`config.mk`:
```
export PLATFORM = sky130hd
export DESIGN_NAME = rsm_top
export DESIGN_NICKNAME = d
export VERILOG_FILES = /design/src/rsm_pkg.sv /design/src/rsm_sync.sv /design/src/rsm_turn.sv /design/src/rsm_top.sv
export SDC_FILE = /design/constraint.sdc
export NUM_CORES = 1
export LEC_CHECK = 0
export ABC_AREA = 1
export BUFFER_PORTS_ARGS = -buffer_cell sky130_fd_sc_hd__buf_2
export CORE_AREA = 2 2 80 82
export DETAILED_ROUTE_END_ITERATION = 8
export DIE_AREA = 0 0 82 84
export GPL_ROUTABILITY_DRIVEN = 0
export PLACE_DENSITY_LB_ADDON = 0.25
export SLEW_MARGIN = 10
export SYNTH_ARGS = -nofsm -noshare
export SYNTH_HDL_FRONTEND = slang
export SYNTH_SLANG_ARGS = --single-unit
```
`constraint.sdc`:
```
create_clock -name clk -period 1.25 [get_ports clk]
set_input_delay 0.1875 -clock clk [delete_from_list [all_inputs] [get_ports clk]]
set_output_delay 0.1875 -clock clk [all_outputs]
set_load 0.05 [all_outputs]
```
`src/rsm_pkg.sv`:
```
// Purpose: Shared constants and carriers for the reset strap mode capture.
// Assumes: Registers sit on classic Wishbone, one 32-bit word each.
// Notes:   Byte addresses; reserved register bits read as zero.
package rsm_pkg;

   // -----------------------------------------------------------------
   // Register map
   // -----------------------------------------------------------------
   localparam logic [3:0] REG_CTRL     = 4'h0;
   localparam logic [3:0] REG_STAT     = 4'h4;

   localparam int unsigned CTRL_TURN_LSB = 0;
   localparam int unsigned CTRL_DIR_LSB  = 2;
   localparam int unsigned CTRL_OUT_LSB  = 4;
   localparam int unsigned CTRL_WIDTH    = 6;

   localparam logic [1:0] TURN_RST     = 2'h3;
   localparam logic [1:0] DIR_RST      = 2'h0;
   localparam logic [1:0] OUT_RST      = 2'h0;

   localparam int unsigned STAT_BOOT_LSB = 0;
   localparam int unsigned STAT_HOLD     = 2;
   localparam int unsigned STAT_MSB      = 3;
   localparam int unsigned STAT_TRACE    = 4;
   localparam int unsigned STAT_TRI      = 5;
   localparam int unsigned STAT_BR_LSB   = 6;

   // -----------------------------------------------------------------
   // Strap vector layout in the synchroniser
   // -----------------------------------------------------------------
   localparam int unsigned STRAP_W      = 9;
   localparam int unsigned STRAP_IRQ0   = 0;
   localparam int unsigned STRAP_IRQ3   = 1;
   localparam int unsigned STRAP_ADDR2  = 2;
   localparam int unsigned STRAP_ADDR3  = 3;
   localparam int unsigned STRAP_SP_LSB = 4;

   localparam logic [1:0] BOOT_32      = 2'h0;
   localparam logic [1:0] BOOT_16      = 2'h1;
   localparam logic [1:0] BOOT_8       = 2'h2;

   typedef struct packed {
      logic [1:0] boot_width;
      logic       long_latch_hold;
      logic       msb_first_byte_order;
      logic       fetch_trace_output;
      logic       tristate_test;
   } rsm_modes_t;

   localparam rsm_modes_t MODES_RST = '{BOOT_32, 1'b0, 1'b1, 1'b0, 1'b0};

   // One bus access from the cycle engine
   typedef struct packed {
      logic       valid;
      logic       wr;
      logic [3:0] addr;
      logic [1:0] half_word_lane_enable;
      logic       cacheable;
      logic       last;
   } rsm_acc_t;

endpackage

```
`src/rsm_sync.sv`:
```
// Purpose: Two flip-flop synchroniser for pin inputs.
// Assumes: Inputs are asynchronous to clk.
// Notes:   No reset, so straps keep flowing while nrst is low.
`timescale 1ns/100ps
module rsm_sync #(
   parameter int unsigned W = 1
) (
   // Clock
   input  wire logic         clk,
   // Data
   input  wire logic [W-1:0] din,
   output logic      [W-1:0] dout
);
   logic [W-1:0] meta_r;

   always_ff @(posedge clk) begin
      meta_r <= din;
      dout   <= meta_r;
   end
endmodule

```
`src/rsm_turn.sv`:
```
// Purpose: Bus turnaround gap counter.
// Assumes: take is a one-cycle strobe for an accepted access.
// Notes:   block is combinational, used inside the top only.
`timescale 1ns/100ps
module rsm_turn (
   // Clock and reset
   input  wire logic       clk,
   input  wire logic       nrst,
   // Access view
   input  wire logic       valid,
   input  wire logic       wr,
   input  wire logic       take,
   input  wire logic [1:0] gap,
   // Gate
   output logic            block
);
   logic [1:0] cnt_r;
   logic [1:0] cnt_nxt;
   logic       dir_r;
   logic       seen_r;
   logic       paid_r;
   wire        change = valid && seen_r && (wr != dir_r);
   wire        load   = change && !paid_r && (gap != 2'h0);

   // The load cycle is the first idle cycle, so the count starts one short
   assign block   = load || (cnt_r != 2'h0);
   assign cnt_nxt = load ? gap - 2'h1 :
                    (cnt_r != 2'h0) ? cnt_r - 2'h1 : cnt_r;

   always_ff @(posedge clk or negedge nrst) begin
      if (!nrst) begin
         cnt_r  <= 2'h0;
         dir_r  <= 1'b0;
         seen_r <= 1'b0;
         paid_r <= 1'b0;
      end else begin
         cnt_r <= cnt_nxt;
         if (take) begin
            dir_r  <= wr;
            seen_r <= 1'b1;
            paid_r <= 1'b0;
         end else if (load) begin
            paid_r <= 1'b1;
         end
      end
   end
endmodule

```
`src/rsm_top.sv`:
```
// Purpose: Captures reset straps, applies modes, drives spare pins.
// Assumes: clk runs at 10 MHz and keeps toggling while nrst is low.
// Notes:   Straps are caught at the first edge after reset release.
`timescale 1ns/100ps
module rsm_top (
   // Clock and reset
   input  wire logic                clk,
   input  wire logic                nrst,
   // Wishbone slave
   input  wire logic                wb_cyc,
   input  wire logic                wb_stb,
   input  wire logic                wb_we,
   input  wire logic [3:0]          wb_adr,
   input  wire logic [3:0]          wb_sel,
   input  wire logic [31:0]         wb_wdat,
   output logic      [31:0]         wb_rdat,
   output logic                     wb_ack,
   // Strap inputs
   input  wire logic                sync_irq_line0,
   input  wire logic                irq_line3,
   // Low address pins 3:2, strap then output
   input  wire logic [1:0]          addr_pin_in,
   output logic      [1:0]          addr_pin_out,
   output logic      [1:0]          addr_pin_oe,
   // Spare pins
   input  wire logic [4:0]          spare_pin_in,
   output logic      [3:0]          spare_pin_out,
   output logic      [3:0]          spare_pin_oe,
   // Branch flag pins 3:2
   input  wire logic [1:0]          branch_flag_input,
   output logic      [1:0]          sync_branch_flag_pin_out,
   output logic      [1:0]          sync_branch_flag_pin_oe,
   // Access from the cycle engine
   input  wire rsm_pkg::rsm_acc_t   acc,
   output logic                     acc_done,
   output logic                     cacheable_out,
   output logic                     last_out,
   // Captured modes
   output rsm_pkg::rsm_modes_t      modes
);

   // ----------------------------------------------------------------
   // Strap synchronisers
   // ----------------------------------------------------------------
   logic [rsm_pkg::STRAP_W-1:0] strap_s;
   logic [1:0]                  br_s;

   rsm_sync #(.W(rsm_pkg::STRAP_W)) u_strap_sync (
      .clk  (clk),
      .din  ({spare_pin_in, addr_pin_in, irq_line3, sync_irq_line0}),
      .dout (strap_s)
   );

   rsm_sync #(.W(2)) u_br_sync (
      .clk  (clk),
      .din  (branch_flag_input),
      .dout (br_s)
   );

   // ----------------------------------------------------------------
   // Strap decode
   // ----------------------------------------------------------------
   logic                 started_r;
   rsm_pkg::rsm_modes_t  modes_r;
   rsm_pkg::rsm_modes_t  modes_nxt;
   wire                  cap     = !started_r;
   wire                  a2      = strap_s[rsm_pkg::STRAP_ADDR2];
   wire                  a3      = strap_s[rsm_pkg::STRAP_ADDR3];
   wire [4:0]            sp      = strap_s[rsm_pkg::STRAP_SP_LSB +: 5];
   // Byte port wins when both boot straps are pulled low
   wire [1:0]            boot_sel = !a2 ? rsm_pkg::BOOT_8 :
                                    !a3 ? rsm_pkg::BOOT_16 :
                                          rsm_pkg::BOOT_32;

   assign modes_nxt.boot_width           = boot_sel;
   assign modes_nxt.long_latch_hold      = !sp[0];
   assign modes_nxt.msb_first_byte_order =
      strap_s[rsm_pkg::STRAP_IRQ0];
   assign modes_nxt.fetch_trace_output   =
      !strap_s[rsm_pkg::STRAP_IRQ3];
   assign modes_nxt.tristate_test        = !sp[4];

   always_ff @(posedge clk or negedge nrst) begin
      if (!nrst) begin
         started_r <= 1'b0;
         modes_r   <= rsm_pkg::MODES_RST;
      end else begin
         started_r <= 1'b1;
         if (cap) begin
            modes_r <= modes_nxt;
         end
      end
   end

   assign modes = modes_r;

   // ----------------------------------------------------------------
   // Control register and Wishbone slave
   // ----------------------------------------------------------------
   logic [rsm_pkg::CTRL_WIDTH-1:0] ctrl_r;
   logic                           ack_r;
   logic [31:0]                    rdat_r;
   wire  req      = wb_cyc && wb_stb && !ack_r;
   wire  hit_ctrl = (wb_adr == rsm_pkg::REG_CTRL);
   wire  hit_stat = (wb_adr == rsm_pkg::REG_STAT);
   // Writes land on the edge that sees ack high, the same edge at which
   // the master takes the answer and releases the request
   wire  ctrl_we  = wb_cyc && wb_stb && ack_r && wb_we && hit_ctrl &&
                    wb_sel[0];
   wire [1:0] turn_gap = ctrl_r[rsm_pkg::CTRL_TURN_LSB +: 2];
   wire [1:0] br_dir   = ctrl_r[rsm_pkg::CTRL_DIR_LSB +: 2];
   wire [1:0] br_val   = ctrl_r[rsm_pkg::CTRL_OUT_LSB +: 2];

   wire [31:0] stat_word = {24'h0, br_s,
                            modes_r.tristate_test,
                            modes_r.fetch_trace_output,
                            modes_r.msb_first_byte_order,
                            modes_r.long_latch_hold,
                            modes_r.boot_width};
   // Unmapped words answer with zero and drop writes
   wire [31:0] rd_mux = hit_ctrl ? {26'h0, ctrl_r} :
                        hit_stat ? stat_word : 32'h0;

   always_ff @(posedge clk or negedge nrst) begin
      if (!nrst) begin
         ctrl_r <= {rsm_pkg::OUT_RST, rsm_pkg::DIR_RST,
                    rsm_pkg::TURN_RST};
         ack_r  <= 1'b0;
         rdat_r <= 32'h0;
      end else begin
         ack_r <= req;
         if (req) begin
            rdat_r <= rd_mux;
         end
         if (ctrl_we) begin
            ctrl_r <= wb_wdat[rsm_pkg::CTRL_WIDTH-1:0];
         end
      end
   end

   assign wb_ack  = ack_r;
   assign wb_rdat = rdat_r;

   // ----------------------------------------------------------------
   // Access path and turnaround
   // ----------------------------------------------------------------
   logic       block;
   logic       done_r;
   logic [3:0] spare_out_r;
   logic [1:0] addr_out_r;
   logic       cache_r;
   logic       last_r;
   wire        take = acc.valid && !done_r && !block;

   rsm_turn u_turn (
      .clk   (clk),
      .nrst  (nrst),
      .valid (acc.valid && !done_r),
      .wr    (acc.wr),
      .take  (take),
      .gap   (turn_gap),
      .block (block)
   );

   always_ff @(posedge clk or negedge nrst) begin
      if (!nrst) begin
         done_r      <= 1'b0;
         spare_out_r <= 4'h0;
         addr_out_r  <= 2'h0;
         cache_r     <= 1'b0;
         last_r      <= 1'b0;
      end else begin
         done_r <= take;
         if (take) begin
            spare_out_r <= {acc.half_word_lane_enable,
                            acc.addr[1:0]};
            addr_out_r  <= acc.addr[3:2];
            cache_r     <= acc.cacheable;
            last_r      <= acc.last;
         end
      end
   end

   assign acc_done      = done_r;
   assign spare_pin_out = spare_out_r;
   assign addr_pin_out  = addr_out_r;
   assign cacheable_out = cache_r;
   assign last_out      = last_r;

   // ----------------------------------------------------------------
   // Pin drive enables
   // ----------------------------------------------------------------
   // Pins stay released through reset so board straps are never fought
   logic       drive_r;
   logic [1:0] br_oe_r;
   logic [1:0] br_out_r;
   wire        drive_nxt = started_r && !modes_r.tristate_test;

   always_ff @(posedge clk or negedge nrst) begin
      if (!nrst) begin
         drive_r  <= 1'b0;
         br_oe_r  <= 2'h0;
         br_out_r <= 2'h0;
      end else begin
         drive_r  <= drive_nxt;
         br_oe_r  <= drive_nxt ? br_dir : 2'h0;
         br_out_r <= br_val;
      end
   end

   assign spare_pin_oe             = {4{drive_r}};
   assign addr_pin_oe              = {2{drive_r}};
   assign sync_branch_flag_pin_oe  = br_oe_r;
   assign sync_branch_flag_pin_out = br_out_r;

   // Release lands on a clock edge, so capture checks also need nrst
   wire cap_live = cap && nrst;
endmodule

```
==> summary.md, run 1 <==
| Metric | Value |
|---|---|
| Drt first-iter violations | 115 |
| Cell count after synthesis | 241 |
| Crit Path Class | flip-flop to flip-flop |
| Clock Latency Late Sink | 340 ps |
| Drt via density | 4.34 |
| WP data arrival | 1470 ps |
| Avg Inst Size Synth | 9.79 sq um |
| Sequential area share after synthesis | 0.572 |
| Post-synthesis cell type count | 24 |
| Vias in the first global route | 1598 |
| Leak | 1.66 nW |
| Initial Util | 0.387 |
| Max Root-Sink Buffers | 2 |
| Syn-to-layout area delta | 33.5% |
| Syn Std Cell Area | 2360 sq um |
| Clk_skew | 6.56 ps |
| RSZ-0062 raised after global routing | true |
| Hpwl dp | 3290 microns |
| Highest Clock Rate | 0.803 GHz |
| Routing usage on met2 | 0.218 |
| PnR Total Power | 0.00491 W |
| Layout cells sized above 1 | 0.374 |
| Worst-path maximum fanout | 6 |
| Minimum clock period | 1240 ps |
| Cells after DPL | 381 |
| Vias | 1797 |
| CP endpoint kind | flip-flop |
| Die footprint | 6890 sq um |
| Max Slew Vio Count | 0 |
| First-pass DRT Iterations | 4 |
| Critical-path top delay cell | dfstp_2 |
| Avg WL per Cell | 11.3 microns |
| CP max stage delay | 560 ps |
| Pwr dens | 1560 nW/um^2 |
| Status | finished clean |
| Critical path data required time | 1480 ps |
| Die Span Y | 84 microns |
| Pre-CTS setup slack | -22.5 ps |
| Fin crit share | 0.996 |
| Antenna-violating nets left | 0 |
| # diodes | 0 |
| I/O Pins | 124 |
| Core ar. | 6100 sq um |
| Clock sinks | 57 |
| Largest net degree at the start of global routing | 42 |
| Total GRT Usage | 0.144 |
| Grt peak-use layer | met2 |
| Fin nets | 398 |
| Drt drc | 0 |
| Synth Register Bits | 57 |
| VDD IR max | 1220 uV |
| Non-filler cells, final | 414 |
| Die span in x | 82 microns |
| H-tree depth | 3 |
| TritonCTS clock tree | yes |
| Global routing usage on met3 | 0.0671 |
| Drt total wl | 4670 microns |
| Final WS setup | 5.19 ps |
| Row count | 29 |
| Critical path cell sequence | nor2_4 > nor2_4 > nand3_4 > buf_6 > nand4_1 > nand2_1 |
| Post-route cell area | 3150 sq um |
| Gr ovfl total | 0 |
| Worst Hold Class | input port to flip-flop |
| Antenna violations before repair | 0 |
| Finish-stage setup viols | 0 |
| Hold Violations, Final | 0 |
| MaxCap Viol Count | 0 |
| Crit start category | flip-flop |
| PortBufs | 67 |
| Worst-path clk slew | 60 ps |
| Num CTS Buffers | 9 |
| Most Frequent Cell on Critical Path | nor2_4 |
| Placed instance area | 2690 sq um |
| Yosys warning total | 0 |
| Clock root cell | clkbuf_8 |
| Met1 Track Usage GR | 0.178 |
| First-pass GRT wire length | 7320 microns |
[cell families (layout without fill, tap and decap cells)]
family | Yosys count | in the layout | share of synthesized area
flops | 57 | 57 | 0.572
simple gates | 114 | 115 | 0.245
buf+inv | 54 | 126 | 0.144
compound gates | 14 | 14 | 0.0355
other cells | 2 | 25 | 0.00318
[synthesized netlist by cell type]
cell type  number  area, sq um
a21oi_1         1         5.00
dfrtp_1        38          951
nor2_4          2         22.5
dfxtp_1        16          320
buf_2           2         10.0
nand3_2         3         30.0
conb_1          2         7.51
a31oi_1         6         37.5
inv_1          17         63.8
nand4_1        16          100
nand3_1        15         75.1
nand2_4         2         22.5
nor2_2          2         12.5
buf_6           2         22.5
nor2_1         16         60.1
buf_4          32          240
a21oi_2         1         8.76
nor2_8          2         40.0
inv_2           1         3.75
o21a_1          1         7.51
dfstp_2         3         78.8
nand3b_1        1         7.51
o21ai_0         5         25.0
nand2_1        55          206
[timing repair]
| item | in CTS | in global routing |
|---|---|---|
| buffers inserted | 2 | 4 |
| endpoints found under the setup margin | 13 | 26 |
| hold buffers | 9 | 0 |
| pin swaps | 10 | 18 |
| gates cloned | 1 | 1 |
| gates resized for setup | 16 | 13 |
| hold endpoints to repair | 46 | 0 |
[per-layer routing]
metal / share of wire / vias up / wire length [microns]
met1: 0.44 / 826 / 2050
met3: 0.064 / 7 / 300
met5: 0 / - / 0
met2: 0.48 / 51 / 2240
li1: - / 913 / -
met4: 0.016 / 0 / 77
[path summary, 6_finish.rpt]
kind | start | end | slack [ps] | depth (start not counted)
max | ctrl_r[0] | spare_pin_out[2] | 5 | 6
min | wb_wdat[0] | ctrl_r[0] | 80 | 3
max reg2reg | ctrl_r[0] | spare_pin_out[2] | 5 | 6
min in group asynchronous | nrst | u_turn.paid_r | 330 | 3
min reg2reg | u_strap_sync.meta_r[0] | u_strap_sync.dout[0] | 330 | 0
max in group asynchronous | nrst | modes[2] | 640 | 3
[worst max-delay path, delay by kind of cell, from the launching register on]
kind	cells	cell delay, ps
simple gates	5	400
buf+inv	1	160
flops	1	560
[registers in the layout (all words and copies together) (netlist names), 2 cells and up]
register,flops
u_br_sync.meta_r,2
u_strap_sync.dout,6
modes,6
u_strap_sync.meta_r,6
spare_pin_out,4
u_br_sync.dout,2
sync_branch_flag_pin_out,2
sync_branch_flag_pin_oe,2
ctrl_r,6
u_turn.cnt_r,2
wb_rdat,8
addr_pin_out,2
[cells in the final DEF (no fill, tap or decap), drive strengths merged]
master / count
o21ai: 5
clkinvlp: 1
o21a: 1
dfstp: 3
nand2: 57
nand3: 19
buf: 77
bufinv: 2
dfrtp: 38
clkinv: 4
dfxtp: 16
nor2: 22
clkbuf: 15
conb: 25
a21oi: 2
nand4: 16
inv: 18
nand3b: 1
dlygate4sd3: 9
a31oi: 6
[cell type report]
class	count	area, sq um
inverter	18	70.1
tap	77	96.3
clock buffer	9	124
clock inverter	7	95.1
timing repair buffer	92	598
fill	593	2950
multi-input combinational	154	812
sequential	57	1350
[stage by stage]
stage / setup TNS, ps / util / hold WS [ps]
after floorplan: 0 / - / -108
after global placement: -8.06 / 0.441 / 175
after detailed placement: -104 / 0.441 / 178
after CTS: -9.25 / 0.504 / 65.7
after global routing: -470 / 0.516 / 66.6
final: 0 / 0.516 / 75.8
[where the power goes]
part / switching [W] / total (W) / internal, W
logic: 0.000756 / 0.000995 / 0.000239
clock network: 0.000749 / 0.00187 / 0.00112
registers: 0.0000737 / 0.00205 / 0.00197
Note: power is estimated with default switching activity, not from simulation.
==> inputs of run 2 (changes only) <==
--- a/config.mk
+++ b/config.mk
@@ -11,7 +11,7 @@
 export DETAILED_ROUTE_END_ITERATION = 8
 export DIE_AREA = 0 0 82 84
 export GPL_ROUTABILITY_DRIVEN = 0
-export PLACE_DENSITY_LB_ADDON = 0.25
+export PLACE_DENSITY = 0.77
 export SLEW_MARGIN = 10
 export SYNTH_ARGS = -nofsm -noshare
 export SYNTH_HDL_FRONTEND = slang
==> summary.md, run 2 (synthesis results as in run 1) <==
| Metric | Value |
|---|---|
| Layout cells sized above 1 | 0.366 |
| Worst reg2reg path endpoint | addr_pin_out[0] |
| Initial Util | 0.387 |
| # diodes | 0 |
| Num CTS Buffers | 9 |
| Area taken by multi-input logic gates | 805 sq um |
| Hold path start | wb_wdat[1] |
| Highest Clock Rate | 0.809 GHz |
| Worst reg2reg startpoint | ctrl_r[1] |
| Finish-stage setup viols | 0 |
| Met1 Track Usage GR | 0.150 |
| Commonest cells after routing, fill and taps aside | 63 x buf_2, 53 x nand2_1, 36 x dfrtp_1 |
| Fill count | 574 |
| Avg WL per Cell | 11.4 microns |
| Final WS setup | 13.8 ps |
| Drt via density | 4.41 |
| Minimum clock period | 1240 ps |
| H-tree depth | 3 |
| CP endpoint kind | output port |
| Reg2reg setup slack | 20 ps |
| Row count | 29 |
| Global routing usage on met3 | 0.0703 |
| Worst Reg-to-Reg Cells | 6 |
| Post-layout util | 0.508 |
| Fin crit share | 0.989 |
| WP data arrival | 1050 ps |
| Antenna-violating nets left | 0 |
| MaxCap Viol Count | 0 |
| Vias | 1798 |
| Clk_skew | 5.52 ps |
| Non-filler cells, final | 408 |
| Max reg flops | 8 |
| PnR Total Power | 0.00496 W |
| RSZ-0062 raised after global routing | true |
| Status | finished clean |
| Clock sinks | 57 |
| Register area | 1350 sq um |
| Most common cell after layout, fill and taps aside | buf_2 |
| Vias in the first global route | 1630 |
| Fin nets | 392 |
| Core ar. | 6100 sq um |
| WHS Endpoint | ctrl_r[1] |
| VDD IR max | 908 uV |
| Worst Hold Class | input port to flip-flop |
| First-pass GRT wire length | 7200 microns |
| Drt drc | 0 |
| Die footprint | 6890 sq um |
| Drt first-iter violations | 39 |
| Max Root-Sink Buffers | 2 |
| Die span in x | 82 microns |
| Drt total wl | 4640 microns |
| Pwr dens | 1600 nW/um^2 |
| Syn-to-layout area delta | 31.4% |
| CP max stage delay | 570 ps |
| Die Span Y | 84 microns |
| Worst-path clk slew | 60 ps |
| Crit start category | flip-flop |
| Max Slew Vio Count | 0 |
| WHS | 81.9 ps |
| Clock root cell | clkbuf_8 |
| Largest net degree at the start of global routing | 42 |
| Worst-path maximum fanout | 3 |
| Critical path data required time | 1060 ps |
| Antenna violations before repair | 0 |
| First-pass DRT Iterations | 4 |
| Crit Path Class | flip-flop to output port |
| Cells after DPL | 380 |
| CP delay by family, top | flip-flops |
| Critical-path top delay cell | dfstp_2 |
| Critical path cell sequence | buf_8 |
| I/O Pins | 124 |
| Clock Latency Late Sink | 330 ps |
| Hold Violations, Final | 0 |
| Leak | 1.63 nW |
| PortBufs | 67 |
| Total GRT Usage | 0.141 |
| Gr ovfl total | 0 |
| Hold-critical path depth | 3 |
| TritonCTS clock tree | yes |
| Grt peak-use layer | met2 |
| Hpwl dp | 3370 microns |
| Pre-CTS setup slack | -21.1 ps |
| CP Buf/Inv Count | 1 |
| Routing usage on met2 | 0.234 |
-- run 2: cell count changes in the layout (fill, tap and decap cells not counted), moves of 2 or more --
cell and change:
buf_2 +3, clkbuf_8 +2, clkinv_4 -2, nand3_1 -2, clkbuf_4 -4, nor2_2 +2
buf_6 -2, nor2_4 -2, buf_4 -2
-- run 2: per-layer routing --
| layer | vias up | share of wire |
|---|---|---|
| li1 | 892 | - |
| met1 | 840 | 0.39 |
| met2 | 58 | 0.52 |
| met3 | 8 | 0.074 |
| met4 | 0 | 0.016 |
| met5 | - | 0 |
-- run 2: timing repair --
action	in CTS	in global routing
pin swaps	2	16
setup endpoints to repair	14	22
hold buffers	9	0
resized for setup	8	16
hold endpoints to repair	46	0
setup buffers	0	3
-- run 2: where the power goes --
group	internal, W	switching (W)
clock	0.00123	0.000697
combinational	0.000226	0.000755
sequential	0.00197	0.0000711
total	0.00343	0.00152
-- run 2: cell type report --
| type | instances | area share |
|---|---|---|
| sequential | 57 | 0.437 |
| multi-input combinational | 153 | 0.260 |
| timing repair buffer | 87 | 0.176 |
| clock buffer | 12 | 0.0501 |
| tap | 77 | 0.0311 |
| clock inverter | 4 | 0.0238 |
| inverter | 18 | 0.0226 |
-- run 2: per-stage QoR --
stage          setup TNS (ps)  area [sq um]
5_1_grt                  -408          3100
6_report                    0          3100
4_1_cts                 -1.67          3030
3_3_place_gp                0          2680
3_5_place_dp             -104          2680
2_1_floorplan               0          2450
-- run 2: worst max path at each step --
stage	from	endpoint	slack, ps	cells past startpoint
floorplan	wb_ack	wb_rdat[3]	5	5
detailed placement	ctrl_r[1]	spare_pin_out[3]	-20	6
global route	ctrl_r[1]	spare_pin_out[3]	-40	6
CTS	modes[2]	modes[2]	-2	1
global placement	ctrl_r[1]	addr_pin_out[1]	2	6
finish	modes[2]	modes[2]	10	1
==> inputs of run 3 (changes only) <==
--- a/config.mk
+++ b/config.mk
@@ -11,7 +11,8 @@
 export DETAILED_ROUTE_END_ITERATION = 8
 export DIE_AREA = 0 0 82 84
 export GPL_ROUTABILITY_DRIVEN = 0
-export PLACE_DENSITY = 0.77
+export PLACE_DENSITY = 0.83
+export SETUP_SLACK_MARGIN = 0.1
 export SLEW_MARGIN = 10
 export SYNTH_ARGS = -nofsm -noshare
 export SYNTH_HDL_FRONTEND = slang
==> summary.md, run 3 (synthesis results as in run 1) <==
| Metric | Value |
|---|---|
| CP endpoint kind | flip-flop |
| Drt total wl | 5300 microns |
| Register area | 1350 sq um |
| Critical path data required time | 1480 ps |
| First-pass DRT Iterations | 4 |
| Flop pwr share | 0.421 |
| Max reg flops | 8 |
| CP max stage delay | 550 ps |
| WP data arrival | 1490 ps |
| Crit Path Class | flip-flop to flip-flop |
| Die footprint | 6890 sq um |
| Largest net degree at the start of global routing | 21 |
| Met2 wire length | 2670 microns |
| Max layer used | met4 |
| Failing checks | negative setup slack |
| Pwr dens | 1480 nW/um^2 |
| RSZ-0062 raised after global routing | true |
| Critical path cell sequence | nor2_2 > nor2_2 > nand3_4 > buf_6 > nand4_1 > nand2_1 |
| Minimum clock period | 1250 ps |
| H-tree depth | 3 |
| Clock Latency Late Sink | 340 ps |
| Vias | 1878 |
| Fill count | 506 |
| I/O Pins | 124 |
| Num CTS Buffers | 9 |
| MaxCap Viol Count | 0 |
| Total GRT Usage | 0.160 |
| Critical-path top delay cell | dfstp_2 |
| Non-filler cells, final | 416 |
| Crit start category | flip-flop |
| Die Span Y | 84 microns |
| Core ar. | 6100 sq um |
| Layout cells sized above 1 | 0.404 |
| Clock sinks | 57 |
| Avg WL per Cell | 12.7 microns |
| # diodes | 0 |
| Drt via density | 4.51 |
| Antenna violations before repair | 0 |
| Highest Clock Rate | 0.798 GHz |
| Antenna-violating nets left | 0 |
| Initial Util | 0.387 |
| First-pass GRT wire length | 8230 microns |
| Leak | 1.68 nW |
| Most Frequent Cell on Critical Path | nor2_2 |
| Vias in the first global route | 1783 |
| WHS | 72.1 ps |
| Worst Hold Class | input port to flip-flop |
| Wire length on met3 | 390 microns |
| Gr ovfl total | 0 |
| Worst-path clk slew | 70 ps |
| Row count | 29 |
| Switching pwr | 0.00166 W |
| TritonCTS clock tree | yes |
| Final WS setup | -3.69 ps |
| Clock root cell | clkbuf_8 |
| Int Power | 0.00324 W |
| PortBufs | 67 |
| Clk_skew | 4.56 ps |
| DRT met1 WL | 2150 microns |
| Fin nets | 400 |
| Syn-to-layout area delta | 40.1% |
| Switching share of power | 0.339 |
| Drt drc | 0 |
| Finish-stage setup viols | 2 |
| Commonest cells after routing, fill and taps aside | 47 x nand2_1, 35 x dfrtp_1, 35 x buf_2 |
| Max Slew Vio Count | 0 |
| Worst-path maximum fanout | 8 |
| Fin crit share | 1.00 |
| Area taken by multi-input logic gates | 830 sq um |
| Max Root-Sink Buffers | 2 |
| Clock Power Share | 0.353 |
| Most common cell after layout, fill and taps aside | nand2_1 |
| Cells after DPL | 381 |
| VDD IR max | 765 uV |
| Status | complete, but fails checks |
| Hpwl dp | 3490 microns |
| Drt first-iter violations | 132 |
| Hold Violations, Final | 0 |
| Combinational share of power | 0.226 |
| Die span in x | 82 microns |
## run 3: cell count changes in the layout (fill, tap and decap cells not counted), moves of 5 or more
cell,change
buf_8,+6
buf_4,+16
buf_2,-28
nand2_1,-6
buf_6,+10
nand2_2,+5
## run 3: final cells by class
cell class                      count  share of cell area
Sequential cell                    57               0.410
Clock inverter                      7              0.0235
Multi-Input combinational cell    153               0.251
Tap cell                           77              0.0292
Clock buffer                        9              0.0375
Inverter                           18              0.0235
Timing Repair Buffer               94               0.223
Timing Repair inverter              1             0.00227
## run 3: critical path: cells and delay by family (launching register included)
family	cells	cell delay, ps
buffers and inverters	1	160
AND/OR/NAND/NOR	5	430
flip-flops	1	550
## run 3: worst paths after layout
| check | startpoint | end | slack (ps) | cells after the start |
|---|---|---|---|---|
| max | ctrl_r[0] | spare_pin_out[1] | -4 | 6 |
| min | wb_wdat[1] | ctrl_r[1] | 70 | 3 |
| max reg2reg | ctrl_r[0] | spare_pin_out[1] | -4 | 6 |
| min reg2reg | u_br_sync.meta_r[1] | u_br_sync.dout[1] | 330 | 0 |
| max in group asynchronous | nrst | acc_done | 370 | 3 |
| min in group asynchronous | nrst | modes[5] | 320 | 2 |
## run 3: power groups by stage
stage          logic [W]  clock network (W)  registers, W
2_1_floorplan   0.000457                  0       0.00239
3_5_place_dp    0.000923                  0       0.00208
6_report         0.00111            0.00173       0.00207
3_3_place_gp    0.000910                  0       0.00208
5_1_grt          0.00117            0.00187       0.00208
4_1_cts          0.00103            0.00177       0.00206
## run 3: what timing repair did
action                                 CTS  global route
cloned                                   1             0
setup endpoints to repair               41            47
endpoints found under the hold margin   23             0
gates resized for setup                 43            44
hold buffers                             9             0
setup buffers                            2             7
pin swaps                               13            16
## run 3: stage by stage
step	utilization	worst slack, ps	setup TNS (ps)	total power [W]	instance area [sq um]
floorplan	-	18.3	0	0.00284	2460
global placement	0.439	-14.2	-63.7	0.00299	2670
detailed placement	0.439	-60.6	-595	0.00300	2670
CTS	0.512	-44.6	-375	0.00485	3120
global route	0.542	-80.5	-763	0.00512	3300
finish	0.542	-3.69	-4.25	0.00490	3300
## run 3: metal layers
metal  global-route usage  up-vias
met5                    0        -
met4               0.0606        0
met2                0.245       67
met3               0.0660       10
met1                0.199      883
li1                     -      918
